**config.mk**
```make
export PLATFORM = sky130hd
export DESIGN_NAME = spew_top
export DESIGN_NICKNAME = d
export VERILOG_FILES = /design/src/spew_pkg.sv /design/src/spew_buf2.sv /design/src/spew_top.sv
export SDC_FILE = /design/constraint.sdc
export NUM_CORES = 1
export LEC_CHECK = 0
export BUFFER_PORTS_ARGS = -buffer_cell sky130_fd_sc_hd__buf_2
export CORE_ASPECT_RATIO = 1.5
export CORE_MARGIN = 4
export CORE_UTILIZATION = 30
export CTS_BUF_LIST = sky130_fd_sc_hd__clkbuf_4
export CTS_CLUSTER_DIAMETER = 80
export DETAILED_ROUTE_END_ITERATION = 8
export HOLD_SLACK_MARGIN = 0.1
export PLACE_DENSITY = 0.52
export SYNTH_ARGS = -nofsm -noshare
export SYNTH_HDL_FRONTEND = slang
export SYNTH_HIERARCHICAL = 1
export SYNTH_SLANG_ARGS = --single-unit
```
**constraint.sdc**
```tcl
create_clock -name I_CORE_CLK -period 5.6 [get_ports I_CORE_CLK]
set_clock_uncertainty 0.15 [all_clocks]
set_input_delay 0.56 -clock I_CORE_CLK [delete_from_list [all_inputs] [get_ports I_CORE_CLK]]
set_output_delay 0.56 -clock I_CORE_CLK [all_outputs]
set_load 0.05 [all_outputs]
```
**src/spew_pkg.sv**
```systemverilog
/*
 * Shared constants and carrier types for the serial EEPROM page-write path.
 * Assumes a single core clock of 250 MHz; link pins arrive asynchronously.
 */
package spew_pkg;
   // Instruction codes, bit 3 is a don't-care and is masked before comparison.
   localparam logic [7:0] OP_MASK = 8'hf7;
   localparam logic [7:0] OP_WRITE = 8'h02;
   localparam logic [7:0] OP_WRITE_ENABLE = 8'h06;
   localparam logic [7:0] OP_WRITE_DISABLE = 8'h04;
   localparam logic [7:0] OP_STATUS_READ = 8'h05;
   // Status bit positions.
   localparam int ST_BUSY = 0;
   localparam int ST_WEL = 1;
   localparam int ST_PROT_LOW = 2;
   localparam int ST_PROT_HIGH = 3;
   // Programming time in microseconds, a plain default, and its count of core cycles.
   localparam int PROG_TIME_US = 1000;
   localparam int CLK_MHZ = 250;
   localparam int PROG_CYCLES = PROG_TIME_US * CLK_MHZ;
   // Reset values.
   localparam logic [2:0] BIT_CNT_RST = 3'h0;
   localparam logic [15:0] ADDR_RST = 16'h0000;

   // One word handed to the array programmer.
   typedef struct packed {
      logic [15:0] addr;
      logic [7:0] data;
   } spew_word_t;
endpackage

```
**src/spew_buf2.sv**
```systemverilog
/*
 * Two-entry valid/ready buffer of flip-flops.
 * Assumes both sides on the same clock.
 */
`timescale 1ns/10ps
module spew_buf2 #(
   parameter int WIDTH = 24
) (
   // Clock and reset
   input wire logic i_clk,
   input wire logic i_rst,
   // Fill side
   input wire logic i_valid,
   input wire logic [WIDTH-1:0] i_data,
   output logic o_ready,
   // Drain side
   output logic o_valid,
   output logic [WIDTH-1:0] o_data,
   input wire logic i_ready
);
   logic [WIDTH-1:0] mem [2];
   logic [WIDTH-1:0] next_mem [2];
   logic [1:0] count, next_count;
   logic rd, next_rd, wr, next_wr;
   logic push, pop;

   // Full and empty come straight from the count.
   assign o_ready = (count != 2'h2);
   assign o_valid = (count != 2'h0);
   assign o_data = mem[rd];
   assign push = i_valid && o_ready;
   assign pop = o_valid && i_ready;

   // Next pointers, count and storage.
   always_comb begin
      next_mem = mem;
      next_rd = rd ^ pop;
      next_wr = wr ^ push;
      next_count = count + {1'b0, push} - {1'b0, pop};
      if (push) begin
         next_mem[wr] = i_data;
      end
   end

   // Register stage only.
   always_ff @(posedge i_clk or posedge i_rst) begin
      if (i_rst) begin
         mem[0] <= '0;
         mem[1] <= '0;
         rd <= 1'b0;
         wr <= 1'b0;
         count <= 2'h0;
      end else begin
         mem <= next_mem;
         rd <= next_rd;
         wr <= next_wr;
         count <= next_count;
      end
   end
endmodule

```
**src/spew_top.sv**
```systemverilog
/*
 * Write path of a 64K-byte SPI mode 0 serial EEPROM: instruction decode,
 * page-wrapping address, write-enable latch, protection and timed busy.
 * Assumes the link pins are asynchronous to I_CORE_CLK and sampled here,
 * and that the array programmer consumes words from the buffer output.
 */
`timescale 1ns/10ps
// Overview of operation
// - While programming is busy every instruction except status read is ignored.
// - Programming starts only on the select rising edge after a write sequence.
// - Status bit 0 reads 1 while programming runs and 0 after it ends.
// - After each data byte only the seven low address bits increment.
// - Beyond 128 bytes the in-page address wraps and earlier bytes are overwritten.
// - Completion of programming clears the write-enable latch.
// - A write with the latch clear programs nothing and ends in standby on select high.
// - Every instruction begins with a fresh falling edge of select.
// - Input bits are sampled on rising clock and output bits change after falling clock.
// - The write code is 0000 X010 with bit 3 ignored.
// - The latch is clear after reset, so write enable precedes each write.
// - Addresses inside the block-protect range are never programmed.
module spew_top #(
   parameter int PROG_CYCLES = spew_pkg::PROG_CYCLES
) (
   // Core clock and reset
   input wire logic I_CORE_CLK,
   input wire logic I_SYS_RST,
   // Serial link pins
   input wire logic I_CS_N,
   input wire logic I_SCK,
   input wire logic I_SI,
   output logic O_SO,
   output logic O_SO_OE,
   // Block-protect level from the status store
   input wire logic I_BLOCK_PROTECT_LOW_BIT,
   input wire logic I_BLOCK_PROTECT_HIGH_BIT,
   // Words toward the array programmer
   output logic O_WORD_VALID,
   output spew_pkg::spew_word_t O_WORD,
   input wire logic I_WORD_READY,
   // Status
   output logic O_BUSY,
   output logic O_WEL
);
   typedef enum {ST_IDLE, ST_OP, ST_ADH, ST_ADL, ST_DATA, ST_STATUS, ST_SKIP} spew_state_t;

   logic [2:0] cs_s, sck_s;
   logic [1:0] si_s;
   logic cs_n, sck_d, sck_rise, sck_fall, cs_fall, cs_rise;
   spew_state_t state, next_state;
   logic [2:0] bit_cnt, next_bit_cnt;
   logic [7:0] shreg, next_shreg;
   logic [15:0] addr, next_addr;
   logic [7:0] sreg, next_sreg;
   logic wel, next_wel;
   logic pend, next_pend;
   logic busy, next_busy;
   // A wide timer so that any sensible programming time fits without a second stage.
   logic [31:0] tmr, next_tmr;
   logic so, next_so;
   logic soe, next_soe;
   logic push, next_push;
   spew_pkg::spew_word_t word, next_word;
   logic buf_ready;
   logic [7:0] byte_in;
   logic byte_done, prot;

   // Two flops before any logic reads a pin; the third stage feeds edge detect.
   // Only the second flop reads the first, so a metastable first stage never reaches decode.
   always_ff @(posedge I_CORE_CLK or posedge I_SYS_RST) begin
      if (I_SYS_RST) begin
         cs_s <= 3'h7;
         sck_s <= 3'h0;
         si_s <= 2'h0;
      end else begin
         cs_s <= {cs_s[1:0], I_CS_N};
         sck_s <= {sck_s[1:0], I_SCK};
         si_s <= {si_s[0], I_SI};
      end
   end

   assign cs_n = cs_s[1];
   assign sck_d = sck_s[1];
   assign sck_rise = sck_d && !sck_s[2];
   assign sck_fall = !sck_d && sck_s[2];
   assign cs_fall = !cs_n && cs_s[2];
   assign cs_rise = cs_n && !cs_s[2];
   assign byte_in = {shreg[6:0], si_s[1]};
   assign byte_done = sck_rise && !cs_n && (bit_cnt == 3'h7);

   // Protection level decode: none, top quarter, top half, whole array.
   always_comb begin
      case ({I_BLOCK_PROTECT_HIGH_BIT, I_BLOCK_PROTECT_LOW_BIT})
         2'h0: prot = 1'b0;
         2'h1: prot = (addr[15:14] == 2'h3);
         2'h2: prot = addr[15];
         default: prot = 1'b1;
      endcase
   end

   // Sequence decode, address, latch and timer next values.
   always_comb begin
      next_state = state;
      next_bit_cnt = bit_cnt;
      next_shreg = shreg;
      next_addr = addr;
      next_sreg = sreg;
      next_wel = wel;
      next_pend = pend;
      next_busy = busy;
      next_tmr = tmr;
      next_so = so;
      next_soe = soe;
      next_push = 1'b0;
      next_word = word;
      if (sck_rise && !cs_n) begin
         next_shreg = byte_in;
         next_bit_cnt = bit_cnt + 3'h1;
      end
      // Timed programming; completion drops busy and the latch together.
      if (busy) begin
         if (tmr == 32'h0) begin
            next_busy = 1'b0;
            next_wel = 1'b0;
         end else begin
            next_tmr = tmr - 32'h1;
         end
      end
      case (state)
         ST_IDLE: begin
            next_bit_cnt = spew_pkg::BIT_CNT_RST;
            if (cs_fall) begin
               next_state = ST_OP;
            end
         end
         ST_OP: begin
            if (byte_done) begin
               if ((byte_in & spew_pkg::OP_MASK) == spew_pkg::OP_STATUS_READ) begin
                  next_state = ST_STATUS;
                  next_sreg = busy ? 8'hff : {4'h0, I_BLOCK_PROTECT_HIGH_BIT,
                     I_BLOCK_PROTECT_LOW_BIT, wel, 1'b0};
               end else if (busy) begin
                  next_state = ST_SKIP;
               end else if ((byte_in & spew_pkg::OP_MASK) == spew_pkg::OP_WRITE) begin
                  next_state = ST_ADH;
               end else if ((byte_in & spew_pkg::OP_MASK) == spew_pkg::OP_WRITE_ENABLE) begin
                  next_wel = 1'b1;
                  next_state = ST_SKIP;
               end else if ((byte_in & spew_pkg::OP_MASK) == spew_pkg::OP_WRITE_DISABLE) begin
                  next_wel = 1'b0;
                  next_state = ST_SKIP;
               end else begin
                  next_state = ST_SKIP;
               end
            end
         end
         ST_ADH: begin
            if (byte_done) begin
               next_addr[15:8] = byte_in;
               next_state = ST_ADL;
            end
         end
         ST_ADL: begin
            if (byte_done) begin
               next_addr[7:0] = byte_in;
               next_state = ST_DATA;
            end
         end
         ST_DATA: begin
            if (byte_done) begin
               // A disabled or protected write hands nothing to the array.
               if (wel && !prot && buf_ready) begin
                  next_push = 1'b1;
                  next_word.addr = addr;
                  next_word.data = byte_in;
                  next_pend = 1'b1;
               end
               next_addr = {addr[15:7], addr[6:0] + 7'h01};
            end
         end
         ST_STATUS: begin
            // Status shifts out after each falling clock.
            if (sck_fall) begin
               next_so = sreg[7];
               next_soe = 1'b1;
               next_sreg = {sreg[6:0], sreg[7]};
            end
         end
         ST_SKIP: begin
            // The rest of a refused frame is thrown away; only select high ends it.
            next_bit_cnt = bit_cnt;
         end
         default: next_state = ST_IDLE;
      endcase
      if (cs_n) begin
         next_soe = 1'b0;
         next_so = 1'b0;
         if (state != ST_IDLE) begin
            next_state = ST_IDLE;
            // Start only once select is high; partial bytes never program.
            if (pend && !busy) begin
               next_busy = 1'b1;
               next_tmr = 32'(PROG_CYCLES - 1);
            end
            next_pend = 1'b0;
         end
      end
   end

   // Register stage only.
   always_ff @(posedge I_CORE_CLK or posedge I_SYS_RST) begin
      if (I_SYS_RST) begin
         state <= ST_IDLE;
         bit_cnt <= spew_pkg::BIT_CNT_RST;
         shreg <= 8'h00;
         addr <= spew_pkg::ADDR_RST;
         sreg <= 8'h00;
         wel <= 1'b0;
         pend <= 1'b0;
         busy <= 1'b0;
         tmr <= 32'h0;
         so <= 1'b0;
         soe <= 1'b0;
         push <= 1'b0;
         word <= '0;
      end else begin
         state <= next_state;
         bit_cnt <= next_bit_cnt;
         shreg <= next_shreg;
         addr <= next_addr;
         sreg <= next_sreg;
         wel <= next_wel;
         pend <= next_pend;
         busy <= next_busy;
         tmr <= next_tmr;
         so <= next_so;
         soe <= next_soe;
         push <= next_push;
         word <= next_word;
      end
   end

   // The buffer absorbs a stall by the programmer; a full buffer drops the byte.
   spew_buf2 #(
      .WIDTH($bits(spew_pkg::spew_word_t))
   ) u_buf (
      .i_clk(I_CORE_CLK),
      .i_rst(I_SYS_RST),
      .i_valid(push),
      .i_data(word),
      .o_ready(buf_ready),
      .o_valid(O_WORD_VALID),
      .o_data(O_WORD),
      .i_ready(I_WORD_READY)
   );

   assign O_SO = so;
   assign O_SO_OE = soe;
   assign O_BUSY = busy;
   assign O_WEL = wel;

   // Checks next to the logic.
   // Each one watches state that this block drives; protect_a also reads the block-protect input pins.
   busy_start_a: assert property (@(posedge I_CORE_CLK) disable iff (I_SYS_RST)
      $rose(busy) |-> cs_n) else $error("Programming started with select low.");
   busy_ignore_a: assert property (@(posedge I_CORE_CLK) disable iff (I_SYS_RST)
      busy && state == ST_OP && byte_done
      && (byte_in & spew_pkg::OP_MASK) == spew_pkg::OP_WRITE |=> state == ST_SKIP)
      else $error("Instruction accepted while busy.");
   wel_clear_a: assert property (@(posedge I_CORE_CLK) disable iff (I_SYS_RST)
      $fell(busy) |-> !wel) else $error("Latch still set after programming.");
   page_wrap_a: assert property (@(posedge I_CORE_CLK) disable iff (I_SYS_RST)
      state == ST_DATA && byte_done && !cs_n |=> addr[15:7] == $past(addr[15:7])
      && addr[6:0] == $past(addr[6:0]) + 7'h01) else $error("Page address step wrong.");
   no_prog_a: assert property (@(posedge I_CORE_CLK) disable iff (I_SYS_RST)
      state == ST_DATA && byte_done && !wel |=> !push) else $error("Write without latch.");
   protect_a: assert property (@(posedge I_CORE_CLK) disable iff (I_SYS_RST)
      push |-> !(I_BLOCK_PROTECT_HIGH_BIT && I_BLOCK_PROTECT_LOW_BIT)
      && !(I_BLOCK_PROTECT_HIGH_BIT && word.addr[15])
      && !(I_BLOCK_PROTECT_LOW_BIT && word.addr[15:14] == 2'h3))
      else $error("Write into protected array.");
   fresh_edge_a: assert property (@(posedge I_CORE_CLK) disable iff (I_SYS_RST)
      state == ST_IDLE && !cs_fall |=> state == ST_IDLE) else $error("Start without edge.");
   busy_hold_a: assert property (@(posedge I_CORE_CLK) disable iff (I_SYS_RST)
      $rose(busy) |-> busy [*8]) else $error("Busy dropped early.");
   status_bit_a: assert property (@(posedge I_CORE_CLK) disable iff (I_SYS_RST)
      state == ST_OP && byte_done && busy
      && (byte_in & spew_pkg::OP_MASK) == spew_pkg::OP_STATUS_READ |=> sreg[0])
      else $error("Busy bit not reported.");
   so_release_a: assert property (@(posedge I_CORE_CLK) disable iff (I_SYS_RST)
      cs_n |=> !soe) else $error("Output driven with select high.");
   write_code_a: assert property (@(posedge I_CORE_CLK) disable iff (I_SYS_RST)
      state == ST_OP && byte_done && !busy
      && (byte_in & spew_pkg::OP_MASK) == spew_pkg::OP_WRITE |=> state == ST_ADH)
      else $error("Write code not taken.");
   addr_high_a: assert property (@(posedge I_CORE_CLK) disable iff (I_SYS_RST)
      state == ST_ADH && byte_done |=> addr[15:8] == $past(byte_in))
      else $error("Upper address byte not taken.");
endmodule

```
# --- Word-level counts from Yosys, hierarchy flattened ---
# Cells that the tools add are included.
totals:
  input_bits: 8
  register_bits: 188
classes:
  n_eq_ne: 20
  magnitude_cmp: 3
  bitwise_logic: 6
  addsub: 5
  reduce_logical: 34
  n_mux: 61
op_table:
  columns: ["cell", "count"]
  rows:
  - ["32-bit two-way mux", 11]
  - ["32-bit case mux with 5 select lines", 1]
  - ["32-bit by 3-bit == test with 1-bit output (second input constant)", 3]
  - ["24-bit two-way mux", 4]
  - ["32-bit by 2-bit == test with 1-bit output (second input constant)", 2]
  - ["32-bit zero test", 2]
  - ["48-bit bitwise mux", 1]
  - ["8-bit case mux with 2 select lines", 3]
  - ["8-bit two-way mux", 5]
  - ["32-bit by 1-bit == test with 1-bit output (second input constant)", 1]
  - ["32-bit nonzero test", 1]
  - ["32-bit by 1-bit subtractor with 32-bit output (second input constant)", 1]
  - ["1-bit two-way mux", 28]
  - ["24-bit demux with 1-bit select", 1]
  - ["7-bit by 3-bit == test with 1-bit output (second input constant)", 3]
  - ["3-bit two-way mux", 4]
  - ["2-bit != test (second input constant)", 6]
  - ["3-bit AND reduction", 4]
  - ["2-bit nonzero test", 6]
  - ["1-bit logical AND", 11]
  - ["7-bit by 1-bit adder with 7-bit output (second input constant)", 1]
  - ["7-bit by 2-bit == test with 1-bit output (second input constant)", 1]
  - ["7-bit two-way mux", 1]
  - ["3-bit case mux with 2 select lines", 1]
  - ["17 further kinds", 27]

# --- Depth between registers and ports, before layout ---
# Gate-level depths: netlist of run 1.
logic_depth:
  depth_word: 10
  ltp_mapped: 8
  mapped_depth_nobuf: 7

# --- Modules after synthesis ---
# The synthesis of run 1 kept the hierarchy.
by_module_without_submodules:
  columns: ["mod", "cells_per_inst", "seq_area_each_um2", "area_each_um2", "instances"]
  rows:
  - ["spew_top", 515, 3407.0, 6028.3, 1]
  - ["spew_buf2", 149, 1301.2, 2608.8, 1]

# --- Worst setup path before layout of run 1 ---
# Ideal clock, no wire load.
synth_path:
  path_type: "flip-flop to flip-flop"
  startpoint: "register state[7]"
  endpoint: "register word[10] (netlist bit)"
  t_arrival_ns: 2.621
  n_path_buf: 2
  required_time_ns: 5.325
  path_stages_with_launch: 8
  path_slack_ns: 2.704
  period_less_slack_ns: 2.896
  cell_sequence: "dfrtp_1 or4_4 or3_1 or3_1 buf_2 a2111oi_4 buf_6 mux2_4"
synth_between:
  elab_chain_len: 2
synth_rtl:
  columns: ["item", "line_no", "text"]
  rows:
  - ["start, declared", "spew_top.sv:49", "spew_state_t state, next_state;"]
  - ["start signal, assigned", "spew_top.sv:226", "state <= next_state;"]
  - ["32-bit by 3-bit == test with 1-bit output", "spew_top.sv:128", "case (state)"]
  - ["3-bit AND reduction (no line)", null, null]
  - ["end signal, assigned", "spew_top.sv:238", "word <= next_word;"]
  - ["end, declared", "spew_top.sv:62", "spew_pkg::spew_word_t word, next_word;"]
# Every way passes these cells.
# A chain may end at the register's enable or synchronous reset.

# --- Final worst setup path of run 1 ---
layout_path:
  startpoint: "register tmr[2]"
  endpoint: "register tmr[25]"
layout_between:
  elab_chain_len: 6
  elab_cells_between_ends: 7
layout_rtl:
  columns: ["item", "line_no", "text"]
  rows:
  - ["start, declared", "spew_top.sv:58", "logic [31:0] tmr, next_tmr;"]
  - ["start signal, assigned", "spew_top.sv:234", "tmr <= next_tmr;"]
  - ["32-bit by 1-bit subtractor with 32-bit output or 32-bit zero test (tied branches)", "spew_top.sv:125, spew_top.sv:121", null]
  - ["32-bit two-way mux (*)", "spew_top.sv:121", "if (tmr == 32'h0) begin"]
  - ["32-bit two-way mux (*)", "spew_top.sv:120", "if (busy) begin"]
  - ["32-bit two-way mux", "spew_top.sv:200", "if (pend && !busy) begin"]
  - ["32-bit two-way mux", "spew_top.sv:197", "if (state != ST_IDLE) begin"]
  - ["32-bit two-way mux (*)", "spew_top.sv:194", "if (cs_n) begin"]
  - ["named net next_tmr[25]", "spew_top.sv:58", null]
# Mark *: on every way through the listed nets, which the timed path passes. The rest lies on a longest branch.

==> results of run 1 <==
==> worst max path at each step <==
stage / from / end / cells past startpoint
floorplan: I_SYS_RST / O_BUSY / 1
global placement: state[22] / tmr[7] / 5
detailed placement: state[7] / word[19] / 6
CTS: tmr[2] / tmr[25] / 5
global route: cs_s[1] / addr[2] / 5
finish: tmr[2] / tmr[25] / 5
==> final cells by class <==
cell class / count / area, sq um
diodes: 1 / 2.50
flip-flops and latches: 188 / 4710
repair buffers: 49 / 290
multi-input cells: 453 / 3720
well taps: 346 / 433
clock buffers: 24 / 180
inverters: 22 / 87.6
clock inverters: 8 / 120
fillers: 2845 / 18600
==> state kept, by name (all words and copies together) (netlist names), 2 cells and up <==
register     count
shreg            7
bit_cnt          3
addr            16
word            24
state           32
si_s             2
u_buf/count      2
u_buf/mem       48
sck_s            3
cs_s             3
tmr             32
sreg             8
==> cell families after synthesis <==
| kind of cell | count (synthesis) | share of synthesized area (%) |
|---|---|---|
| compound gates | 103 | 8.14 |
| xor+xnor | 4 | 0.406 |
| fa+ha+maj | 9 | 1.30 |
| buf+inv | 51 | 3.87 |
| flops | 188 | 54.5 |
| mux | 129 | 20.0 |
| other cells | 1 | 0.0434 |
| simple gates | 179 | 11.7 |
==> per-layer routing <==
layer  vias up  wire [um]
met5         -          0
met1      2640       7170
met2        53       8870
li1       2543          -
met4         0        274
met3        19        391
==> through the flow <==
step | instance area (sq um) | total power [mW] | instances | setup WS (ps)
after floorplan | 8740 | 1.68 | 692 | 1260
after global placement | 9190 | 1.71 | 1053 | 2330
after detailed placement | 9190 | 1.71 | 1053 | 2330
after CTS | 9540 | 2.52 | 1090 | 2290
after global routing | 9550 | 2.60 | 1091 | 1930
final | 9550 | 2.46 | 1091 | 2320
==> worst max-delay path: stages (launching register included) <==
cell	delay, ps
dfrtp_1	470
nor4_2	790
nand4_2	430
a311oi_1	740
or4b_1	490
a21oi_1	150
==> power by group through the flow <==
stage | registers, mW | clock network, mW | logic, mW
after global placement | 1.48 | 0 | 0.226
final | 1.45 | 0.784 | 0.224
after CTS | 1.46 | 0.827 | 0.233
after floorplan | 1.46 | 0 | 0.218
after detailed placement | 1.48 | 0 | 0.230
after global routing | 1.46 | 0.877 | 0.256
==> cell usage in the layout, fill, tap and decap left out, drive strengths merged, types with 3 or more instances in the layout <==
| cell type | Yosys | final |
|---|---|---|
| or4 | 16 | 16 |
| or2 | 6 | 6 |
| o21ai | 21 | 21 |
| o31ai | 12 | 12 |
| mux2 | 119 | 119 |
| nor4 | 14 | 14 |
| conb | 1 | 29 |
| nand3 | 9 | 9 |
| nor3 | 10 | 10 |
| inv | 21 | 22 |
| and4 | 4 | 4 |
| nand2b | 4 | 4 |
| dfstp | 3 | 3 |
| dlygate4sd3 | 0 | 5 |
| nand4 | 11 | 11 |
| o41ai | 4 | 4 |
| nand2 | 46 | 46 |
| dfrtp | 185 | 185 |
| bufinv | 0 | 3 |
| clkinv | 1 | 4 |
| a22oi | 7 | 7 |
| a211o | 4 | 4 |
| clkbuf | 11 | 24 |
| and3 | 8 | 8 |
| nor2 | 21 | 21 |
| buf | 18 | 44 |
| a21oi | 32 | 32 |
| or3 | 16 | 16 |
| ha | 9 | 9 |
| o21a | 3 | 3 |
| mux2i | 10 | 10 |
==> metrics.md, run 1 <==
| Metric | Value |
|---|---|
| Clock Tree Root | `clkbuf_4` |
| Synth Warn # | `6` |
| Hold buffers post-CTS | `5` |
| Synth top area cells | `dfrtp_1 54%, mux2_4 13%, mux2_2 5.5%, nand2_1 2.0%, a21oi_1 1.9%` |
| Area Overhead vs Synth | `10.5%` |
| Synthesized cell area | `8640 sq um` |
| Required @ worst endpoint | `5950 ps` |
| Worst flop-to-flop path endpoint | `tmr[25]` |
| Worst Hold Launch | `si_s[0]` |
| Vias in the first global route | `5,426` |
| Maxcap violations | `0` |
| Final wirelength | `16,700 um` |
| P_sw | `0.624 mW` |
| Max VDD drop | `93.4 uV` |
| Pre-antenna DRT Iters | `4` |
| Post-synth EDFFs | `0` |
| Global-route wire length before repair | `28,700 um` |
| Deepest clock path buffer count | `2` |
| Post-CTS sizing | `0` |
| Gr usage total | `11.2%` |
| Register-to-Register Path Depth | `5` |
| Drt wl/cell | `15.3 um` |
| TritonCTS clock tree | `built` |
| #FFs+latches synth | `188` |
| Worst rel slew slack | `32.8%` |
| Tightest Pin Transition | `1000 ps` |
| GRT overflow | `0` |
| Status | `finished clean` |
| DR vias/cell | `4.82` |
| Ys async rst share | `100%` |
| Share of the synthesized area in the top cell type | `53.6%` |
| Hold Path End | `si_s[1]` |
| Pwr Density | `258 nW/um^2` |
| Synth cell count leaders | `185 x dfrtp_1, 77 x mux2_4, 46 x nand2_1` |
| CTS Sinks | `188` |
| Final worst-path cycle share | `58.6%` |
| Worst setup EP type | `flip-flop` |
| Clock power share | `31.8%` |
| GRT met2 Usage | `20.1%` |
| Std cell rows | `75` |
| Synth Flop Type | `dfrtp_1` |
| Setup_tns | `0 ps` |
| Final Hold Fails | `0` |
| Sw frac | `25.3%` |
| Met1 usage | `13.1%` |
| Initial antenna violation count | `1` |
| Setup Fix Bufs, Post-CTS | `0` |
| Core area | `28,200 sq um` |
| Setup violators final | `0` |
| Clock Latency Late Sink | `570 ps` |
| Gate Count Post-Synth | `664` |
| Initial Utilization | `30.7%` |
| Pin count of the biggest net entering global routing | `92` |
| Clock Pin Slew Worst Setup and Hold Paths | `140 ps` |
| CTS buffer count | `17` |
| Vias | `5,255` |
| Htree depth | `4` |
| Critical setup path kind | `flip-flop to flip-flop` |
| Crit path DAT | `3630 ps` |
| Post-synthesis sequential area ratio | `54.5%` |
| Final HPWL DP | `11,500 um` |
| Nets | `748` |
| Part of the power in registers | `59.1%` |
| WHS Path Cells | `0` |
| Worst-path maximum fanout | `10` |
| Die W | `147 um` |
| Met3 usage | `2.48%` |
| Max Freq | `305 MHz` |
| Hold crit path type | `flip-flop to flip-flop` |
| Critical Path Source Type | `flip-flop` |
| Combinational power share | `9.1%` |
| Die H | `216 um` |
| Yosys cell types | `66` |
| P_int | `1.84 mW` |
| Pins Over Slew Limit | `0` |
| Grt peak-use layer | `met2` |
| Reg2reg start | `tmr[2]` |
| Hold slack | `231 ps` |
| Most frequent cell after synthesis | `dfrtp_1` |
| Share of cells above drive strength 1 | `29.2%` |
| Initial DRC Count | `236` |
| Setup slack, reg-to-reg | `2320 ps` |
| Static leakage power | `4.61 nW` |
| Final core occ | `33.9%` |
| Ports | `37` |
| DR DRC count | `0` |
| Die area | `31,600 sq um` |
| Post-route ant nets | `0` |
| Minimum clock period | `3280 ps` |
| Post-synthesis average cell area | `13.0 sq um` |
| RSZ-0062 raised after global routing | `false` |
| Port Buf Inserts | `36` |
| Area leader, netlist | `dfrtp_1` |
| Final GP Congestion | `0.750` |
(Power assumes the default switching activity.)
==> inputs of run 2 (changes only) <==
Settings changed: PLACE_DENSITY 0.52 to 0.53.
Clock period 5.6 ns to 2.9 ns, I/O delays scaled along.
==> run 2 against run 1 <==
Combinational power up 110%. Worst hold slack worse by 63 ps. Non-clock buffer count up 26. Sequential power up 93%.
==> metrics.md, run 2 (same netlist as run 1, synthesis figures left out) <==
| Metric | Value |
|---|---|
| Htree depth | `4 (unchanged)` |
| Post-Place Worst Slack | `5.67 ps (was 2330 ps)` |
| Hold slack | `168 ps (was 231 ps)` |
| Post-route cell area | `9770 sq um (was 9550 sq um)` |
| Max VDD drop | `197 uV (was 93.4 uV)` |
| Required @ worst endpoint | `3220 ps (was 5950 ps)` |
| RSZ-0062 raised after global routing | `false (unchanged)` |
| Fillers | `2,800 (was 2,845)` |
| Drt wl/cell | `15.1 um (was 15.3 um)` |
| Pwr Density | `476 nW/um^2 (was 258 nW/um^2)` |
| DR DRC count | `0 (unchanged)` |
| Crit path DAT | `3110 ps (was 3630 ps)` |
| Worst-path maximum fanout | `26 (was 10)` |
| Max FFs per register | `48 (unchanged)` |
| Final Hold Fails | `0 (unchanged)` |
| Initial Utilization | `30.7% (unchanged)` |
| Minimum clock period | `2800 ps (was 3280 ps)` |
| Clock Tree Root | `clkbuf_4 (unchanged)` |
| Tightest Pin Transition | `1000 ps (about the same)` |
| Max Freq | `357 MHz (was 305 MHz)` |
| Core area | `28,200 sq um (unchanged)` |
| Biggest regs | `u_buf/mem x48, state x32, tmr x32 (unchanged)` |
| Final worst-path cycle share | `96.5% (was 58.6%)` |
| Initial antenna violation count | `1 (unchanged)` |
| Area of the multi-input gates | `3740 sq um (was 3720 sq um)` |
| Critical Path Source Type | `flip-flop (unchanged)` |
| Setup_tns | `0 ps (unchanged)` |
| CTS Sinks | `188 (unchanged)` |
| Area after DPL | `9390 sq um (was 9190 sq um)` |
| Port Buf Inserts | `36 (unchanged)` |
| Pre-antenna DRT Iters | `4 (unchanged)` |
| Pins Over Slew Limit | `0 (unchanged)` |
| Deepest clock path buffer count | `2 (unchanged)` |
| Overall Power | `4.65 mW (was 2.46 mW)` |
| Post-route ant nets | `0 (unchanged)` |
| Setup violators final | `0 (unchanged)` |
| Vias | `5,377 (was 5,255)` |
| Share of cells above drive strength 1 | `31.6% (was 29.2%)` |
| Static leakage power | `4.73 nW (was 4.61 nW)` |
| Status | `finished clean (unchanged)` |
| Critical path cell sequence | `or4_4 > or3_1 > or3_1 > a2111oi_4 > buf_12 > mux2_2 (was nor4_2 > nand4_2 > a311oi_1 > or4b_1 > a21oi_1)` |
| Global-route wire length before repair | `29,000 um (was 28,700 um)` |
| Maxcap violations | `0 (unchanged)` |
| Pin count of the biggest net entering global routing | `137 (was 92)` |
| Ports | `37 (unchanged)` |
| Hold crit path type | `input pin to flip-flop (was flip-flop to flip-flop)` |
| Final wirelength | `16,900 um (was 16,700 um)` |
| Placed cells | `1,075 (was 1,053)` |
| Critical setup path kind | `flip-flop to flip-flop (unchanged)` |
| Non-filler cells, final | `1,117 (was 1,091)` |
| Reg area | `4710 sq um (unchanged)` |
| Die W | `147 um (unchanged)` |
| Most flops, register | `u_buf/mem (unchanged)` |
| Initial DRC Count | `277 (was 236)` |
| Clock Pin Slew Worst Setup and Hold Paths | `160 ps (was 140 ps)` |
| Most frequent cells in the layout | `185 x dfrtp_1, 77 x mux2_4, 46 x nand2_1 (unchanged)` |
| Die H | `216 um (unchanged)` |
| CTS buffer count | `17 (unchanged)` |
| Vias in the first global route | `5,538 (was 5,426)` |
| Clock Latency Late Sink | `590 ps (was 570 ps)` |
| Die area | `31,600 sq um (unchanged)` |
| Worst rel slew slack | `33.0% (was 32.8%)` |
| Worst setup EP type | `flip-flop (unchanged)` |
| Commonest non-fill, non-tap cell in the layout | `dfrtp_1 (unchanged)` |
| GRT overflow | `0 (unchanged)` |
| Final GP Congestion | `0.739 (was 0.750)` |
| Final HPWL DP | `11,600 um (was 11,500 um)` |
| Max incr delay on CP | `550 ps (was 790 ps)` |
| Nets | `774 (was 748)` |
| Gr usage total | `11.2% (about the same)` |
| Area Overhead vs Synth | `13.1% (was 10.5%)` |
| TritonCTS clock tree | `built (unchanged)` |
| CP dominant cell by count | `or3_1` |
| DR vias/cell | `4.81 (was 4.82)` |
| Slowest library cell on the worst path | `or4_4 (was nor4_2)` |
| Std cell rows | `75 (unchanged)` |
| Final WS setup | `102 ps (was 2320 ps)` |
| Final core occ | `34.7% (was 33.9%)` |
==> run 2: what timing repair did <==
| item | CTS | global route |
|---|---|---|
| hold endpoints to repair | 179 | 0 |
| endpoints found under the setup margin | 5 | 7 |
| gates cloned | 0 | 0 |
| hold buffers | 7 | 0 |
| resized for setup | 1 | 2 |
| setup buffers | 0 | 2 |
| pin swaps | 0 | 1 |
==> run 2: final cells by class <==
type	instances	area share, %
diodes	1	0.0256
clock buffers	21	1.61
clock inverters	11	1.14
inverters	22	0.884
multi-input cells	453	38.3
flip-flops and latches	188	48.2
well taps	346	4.43
repair buffers	75	5.44
==> run 2: routing by layer <==
layer / vias to the layer above / wire, um / track usage (%)
li1: 2599 / - / -
met1: 2694 / 7470 / 13.6
met2: 64 / 8530 / 19.3
met3: 20 / 464 / 2.54
met4: 0 / 401 / 4.52
met5: - / 0 / 0
==> run 2: critical path: cells and delay by family, from the launching register on <==
kind / cells / cell delay, ps
AND/OR/NAND/NOR: 3 / 1260
flip-flops: 1 / 390
multiplexers: 1 / 350
AO/OA/AOI/OAI: 1 / 260
buffers and inverters: 1 / 260
==> run 2: worst paths after layout <==
check | endpoint | slack (ps) | depth (start not counted) | startpoint
worst max-delay path | word[19] | 100 | 6 | state[7]
worst min-delay path | cs_s[0] | 170 | 2 | I_CS_N
worst max register to register | word[19] | 100 | 6 | state[7]
worst min register to register | si_s[1] | 230 | 0 | si_s[0]
max in group asynchronous | u_buf/mem[20] | 1570 | 4 | I_SYS_RST
min in group asynchronous | u_buf/mem[35] | 290 | 3 | I_SYS_RST
==> run 2: where the power goes <==
| part | internal, mW | switching (mW) |
|---|---|---|
| clock | 0.477 | 0.915 |
| sequential | 2.71 | 0.0876 |
| combinational | 0.186 | 0.274 |
| total | 3.38 | 1.28 |
==> inputs of run 3 (changes only) <==
Settings changed: CTS_BUF_LIST sky130_fd_sc_hd__clkbuf_4 to sky130_fd_sc_hd__clkbuf_4 sky130_fd_sc_hd__clkbuf_8.
==> run 3 against run 2 <==
Count of clock-buffer cells in the layout did not move. Critical endpoint unchanged. Via count fell by 0.56%. Routed wire length rose by 0.21%. Largest cell class unchanged. Worst hold slack got worse by 23 ps. Critical path depth did not move. Register-to-register slack barely moved. Total power rose by 6.1%. Sequential power barely moved. Design area rose by 0.92%.
==> metrics.md, run 3 (same netlist as run 1, synthesis figures left out) <==
| Metric | Value |
|---|---|
| Status | `finished clean (unchanged)` |
| Most frequent cells in the layout | `185 x dfrtp_1, 77 x mux2_4, 46 x nand2_1 (unchanged)` |
| Biggest regs | `u_buf/mem x48, state x32, tmr x32 (unchanged)` |
| Area Overhead vs Synth | `14.1% (was 13.1%)` |
| Die area | `31,600 sq um (unchanged)` |
| TritonCTS clock tree | `built (unchanged)` |
| Fillers | `2,790 (was 2,800)` |
| CTS Sinks | `188 (unchanged)` |
| GRT overflow | `0 (unchanged)` |
| Hold crit path type | `input pin to flip-flop (unchanged)` |
| Initial antenna violation count | `0 (was 1)` |
| Htree depth | `4 (unchanged)` |
| Commonest non-fill, non-tap cell in the layout | `dfrtp_1 (unchanged)` |
| Pre-antenna DRT Iters | `4 (unchanged)` |
| Global-route wire length before repair | `29,100 um (was 29,000 um)` |
| Post-route ant nets | `0 (unchanged)` |
| Initial DRC Count | `285 (was 277)` |
| Required @ worst endpoint | `3090 ps (was 3220 ps)` |
| Die W | `147 um (unchanged)` |
| Setup violators final | `0 (unchanged)` |
| Initial Utilization | `30.7% (unchanged)` |
| Setup_tns | `0 ps (unchanged)` |
| Final core occ | `35.0% (was 34.7%)` |
| Drt wl/cell | `15.2 um (was 15.1 um)` |
| Core area | `28,200 sq um (unchanged)` |
| Vias | `5,347 (was 5,377)` |
| Overall Power | `4.94 mW (was 4.65 mW)` |
| Std cell rows | `75 (unchanged)` |
| Final GP Congestion | `0.739 (unchanged)` |
| Max Freq | `359 MHz (was 357 MHz)` |
| Max incr delay on CP | `550 ps (about the same)` |
| Minimum clock period | `2790 ps (was 2800 ps)` |
| Most flops, register | `u_buf/mem (unchanged)` |
| Diode count | `0 (was 1)` |
| Tightest Pin Transition | `1000 ps (about the same)` |
| Post-Place Worst Slack | `5.67 ps (unchanged)` |
| Nets | `773 (was 774)` |
| Final worst-path cycle share | `96.1% (was 96.5%)` |
| Clock Latency Late Sink | `470 ps (was 590 ps)` |
| CTS buffer count | `17 (unchanged)` |
| Maxcap violations | `0 (unchanged)` |
| Pins Over Slew Limit | `0 (unchanged)` |
| Final Hold Fails | `0 (unchanged)` |
| Worst setup EP type | `flip-flop (unchanged)` |
| Vias in the first global route | `5,539 (was 5,538)` |
| Final WS setup | `114 ps (was 102 ps)` |
| Die H | `216 um (unchanged)` |
| Reg2reg start | `state[7] (unchanged)` |
| Slowest library cell on the worst path | `or4_4 (unchanged)` |
| Final wirelength | `16,900 um (about the same)` |
| Clock Tree Root | `clkbuf_8 (was clkbuf_4)` |
| Ports | `37 (unchanged)` |
| Max VDD drop | `235 uV (was 197 uV)` |
| Final HPWL DP | `11,600 um (unchanged)` |
| Worst rel slew slack | `32.9% (was 33.0%)` |
| Share of cells above drive strength 1 | `31.6% (about the same)` |
| Worst Hold Launch | `I_BLOCK_PROTECT_HIGH_BIT (was I_CS_N)` |
| DR vias/cell | `4.80 (was 4.81)` |
| Pwr Density | `501 nW/um^2 (was 476 nW/um^2)` |
| Gr usage total | `11.2% (about the same)` |
| CP Launch Point | `state[7] (unchanged)` |
| Setup slack, reg-to-reg | `110 ps (was 100 ps)` |
| Worst-path maximum fanout | `26 (unchanged)` |
| Max FFs per register | `48 (unchanged)` |
| Deepest clock path buffer count | `2 (unchanged)` |
| CP dominant cell by count | `or3_1 (unchanged)` |
| Critical setup path kind | `flip-flop to flip-flop (unchanged)` |
| Static leakage power | `4.77 nW (was 4.73 nW)` |
| Critical Path Source Type | `flip-flop (unchanged)` |
| Clock Pin Slew Worst Setup and Hold Paths | `90 ps (was 160 ps)` |
| DR DRC count | `0 (unchanged)` |
| RSZ-0062 raised after global routing | `false (unchanged)` |
| Pin count of the biggest net entering global routing | `137 (unchanged)` |
| Port Buf Inserts | `36 (unchanged)` |
| Critical path cell sequence | `or4_4 > or3_1 > or3_1 > a2111oi_4 > buf_12 > mux2_2 (unchanged)` |
| Crit path DAT | `2980 ps (was 3110 ps)` |
[run 3: worst max-delay path, delay by kind of cell, from the launching register on]
family	cells	cell delay (ps)
and+or+nand+nor	3	1260
DFF	1	370
muxes	1	350
AOI/OAI and AO/OA	1	260
buffers and inverters	1	260
[run 3: final timing paths]
check / to / cells after the start
max reg2reg: word[19] / 6
max: word[19] / 6
min reg2reg: si_s[1] / 0
max in group asynchronous: u_buf/mem[19] / 4
min: sreg[3] / 4
min in group asynchronous: u_buf/mem[11] / 3
[run 3: timing repair]
| item | 4_1_cts | 5_1_grt |
|---|---|---|
| endpoints found under the setup margin | 3 | 5 |
| setup buffers | 0 | 2 |
| hold endpoints to repair | 178 | 0 |
| resized for setup | 1 | 1 |
| hold buffers | 6 | 0 |
| gates cloned | 0 | 0 |
| pin swaps | 0 | 0 |
[run 3: per-stage QoR]
stage          cell area, sq um  hold WS, ps  cells
2_1_floorplan              8750          144    692
3_3_place_gp               9390          187   1075
3_5_place_dp               9390          197   1075
4_1_cts                    9830          105   1113
5_1_grt                    9860          185   1115
6_report                   9860          146   1115
[run 3: cell type report]
cell class | count | area [sq um] | area share [%]
sequential | 188 | 4710 | 47.8
multi-input combinational | 453 | 3740 | 37.9
timing repair buffer | 74 | 518 | 5.26
tap | 346 | 433 | 4.39
clock buffer | 21 | 264 | 2.68
clock inverter | 11 | 111 | 1.13
inverter | 22 | 86.3 | 0.876
[run 3: per-layer routing]
| layer | vias up | wire length [um] | track usage, % |
|---|---|---|---|
| li1 | 2586 | - | - |
| met1 | 2686 | 7480 | 13.6 |
| met2 | 55 | 8630 | 19.5 |
| met3 | 20 | 420 | 2.29 |
| met4 | 0 | 381 | 4.49 |
| met5 | - | 0 | 0 |
[run 3: power breakdown]
group	internal, mW	switching, mW	leakage [nW]
Sequential	2.71	0.0874	2.52
Combinational	0.185	0.274	2.06
Clock	0.731	0.950	0.189
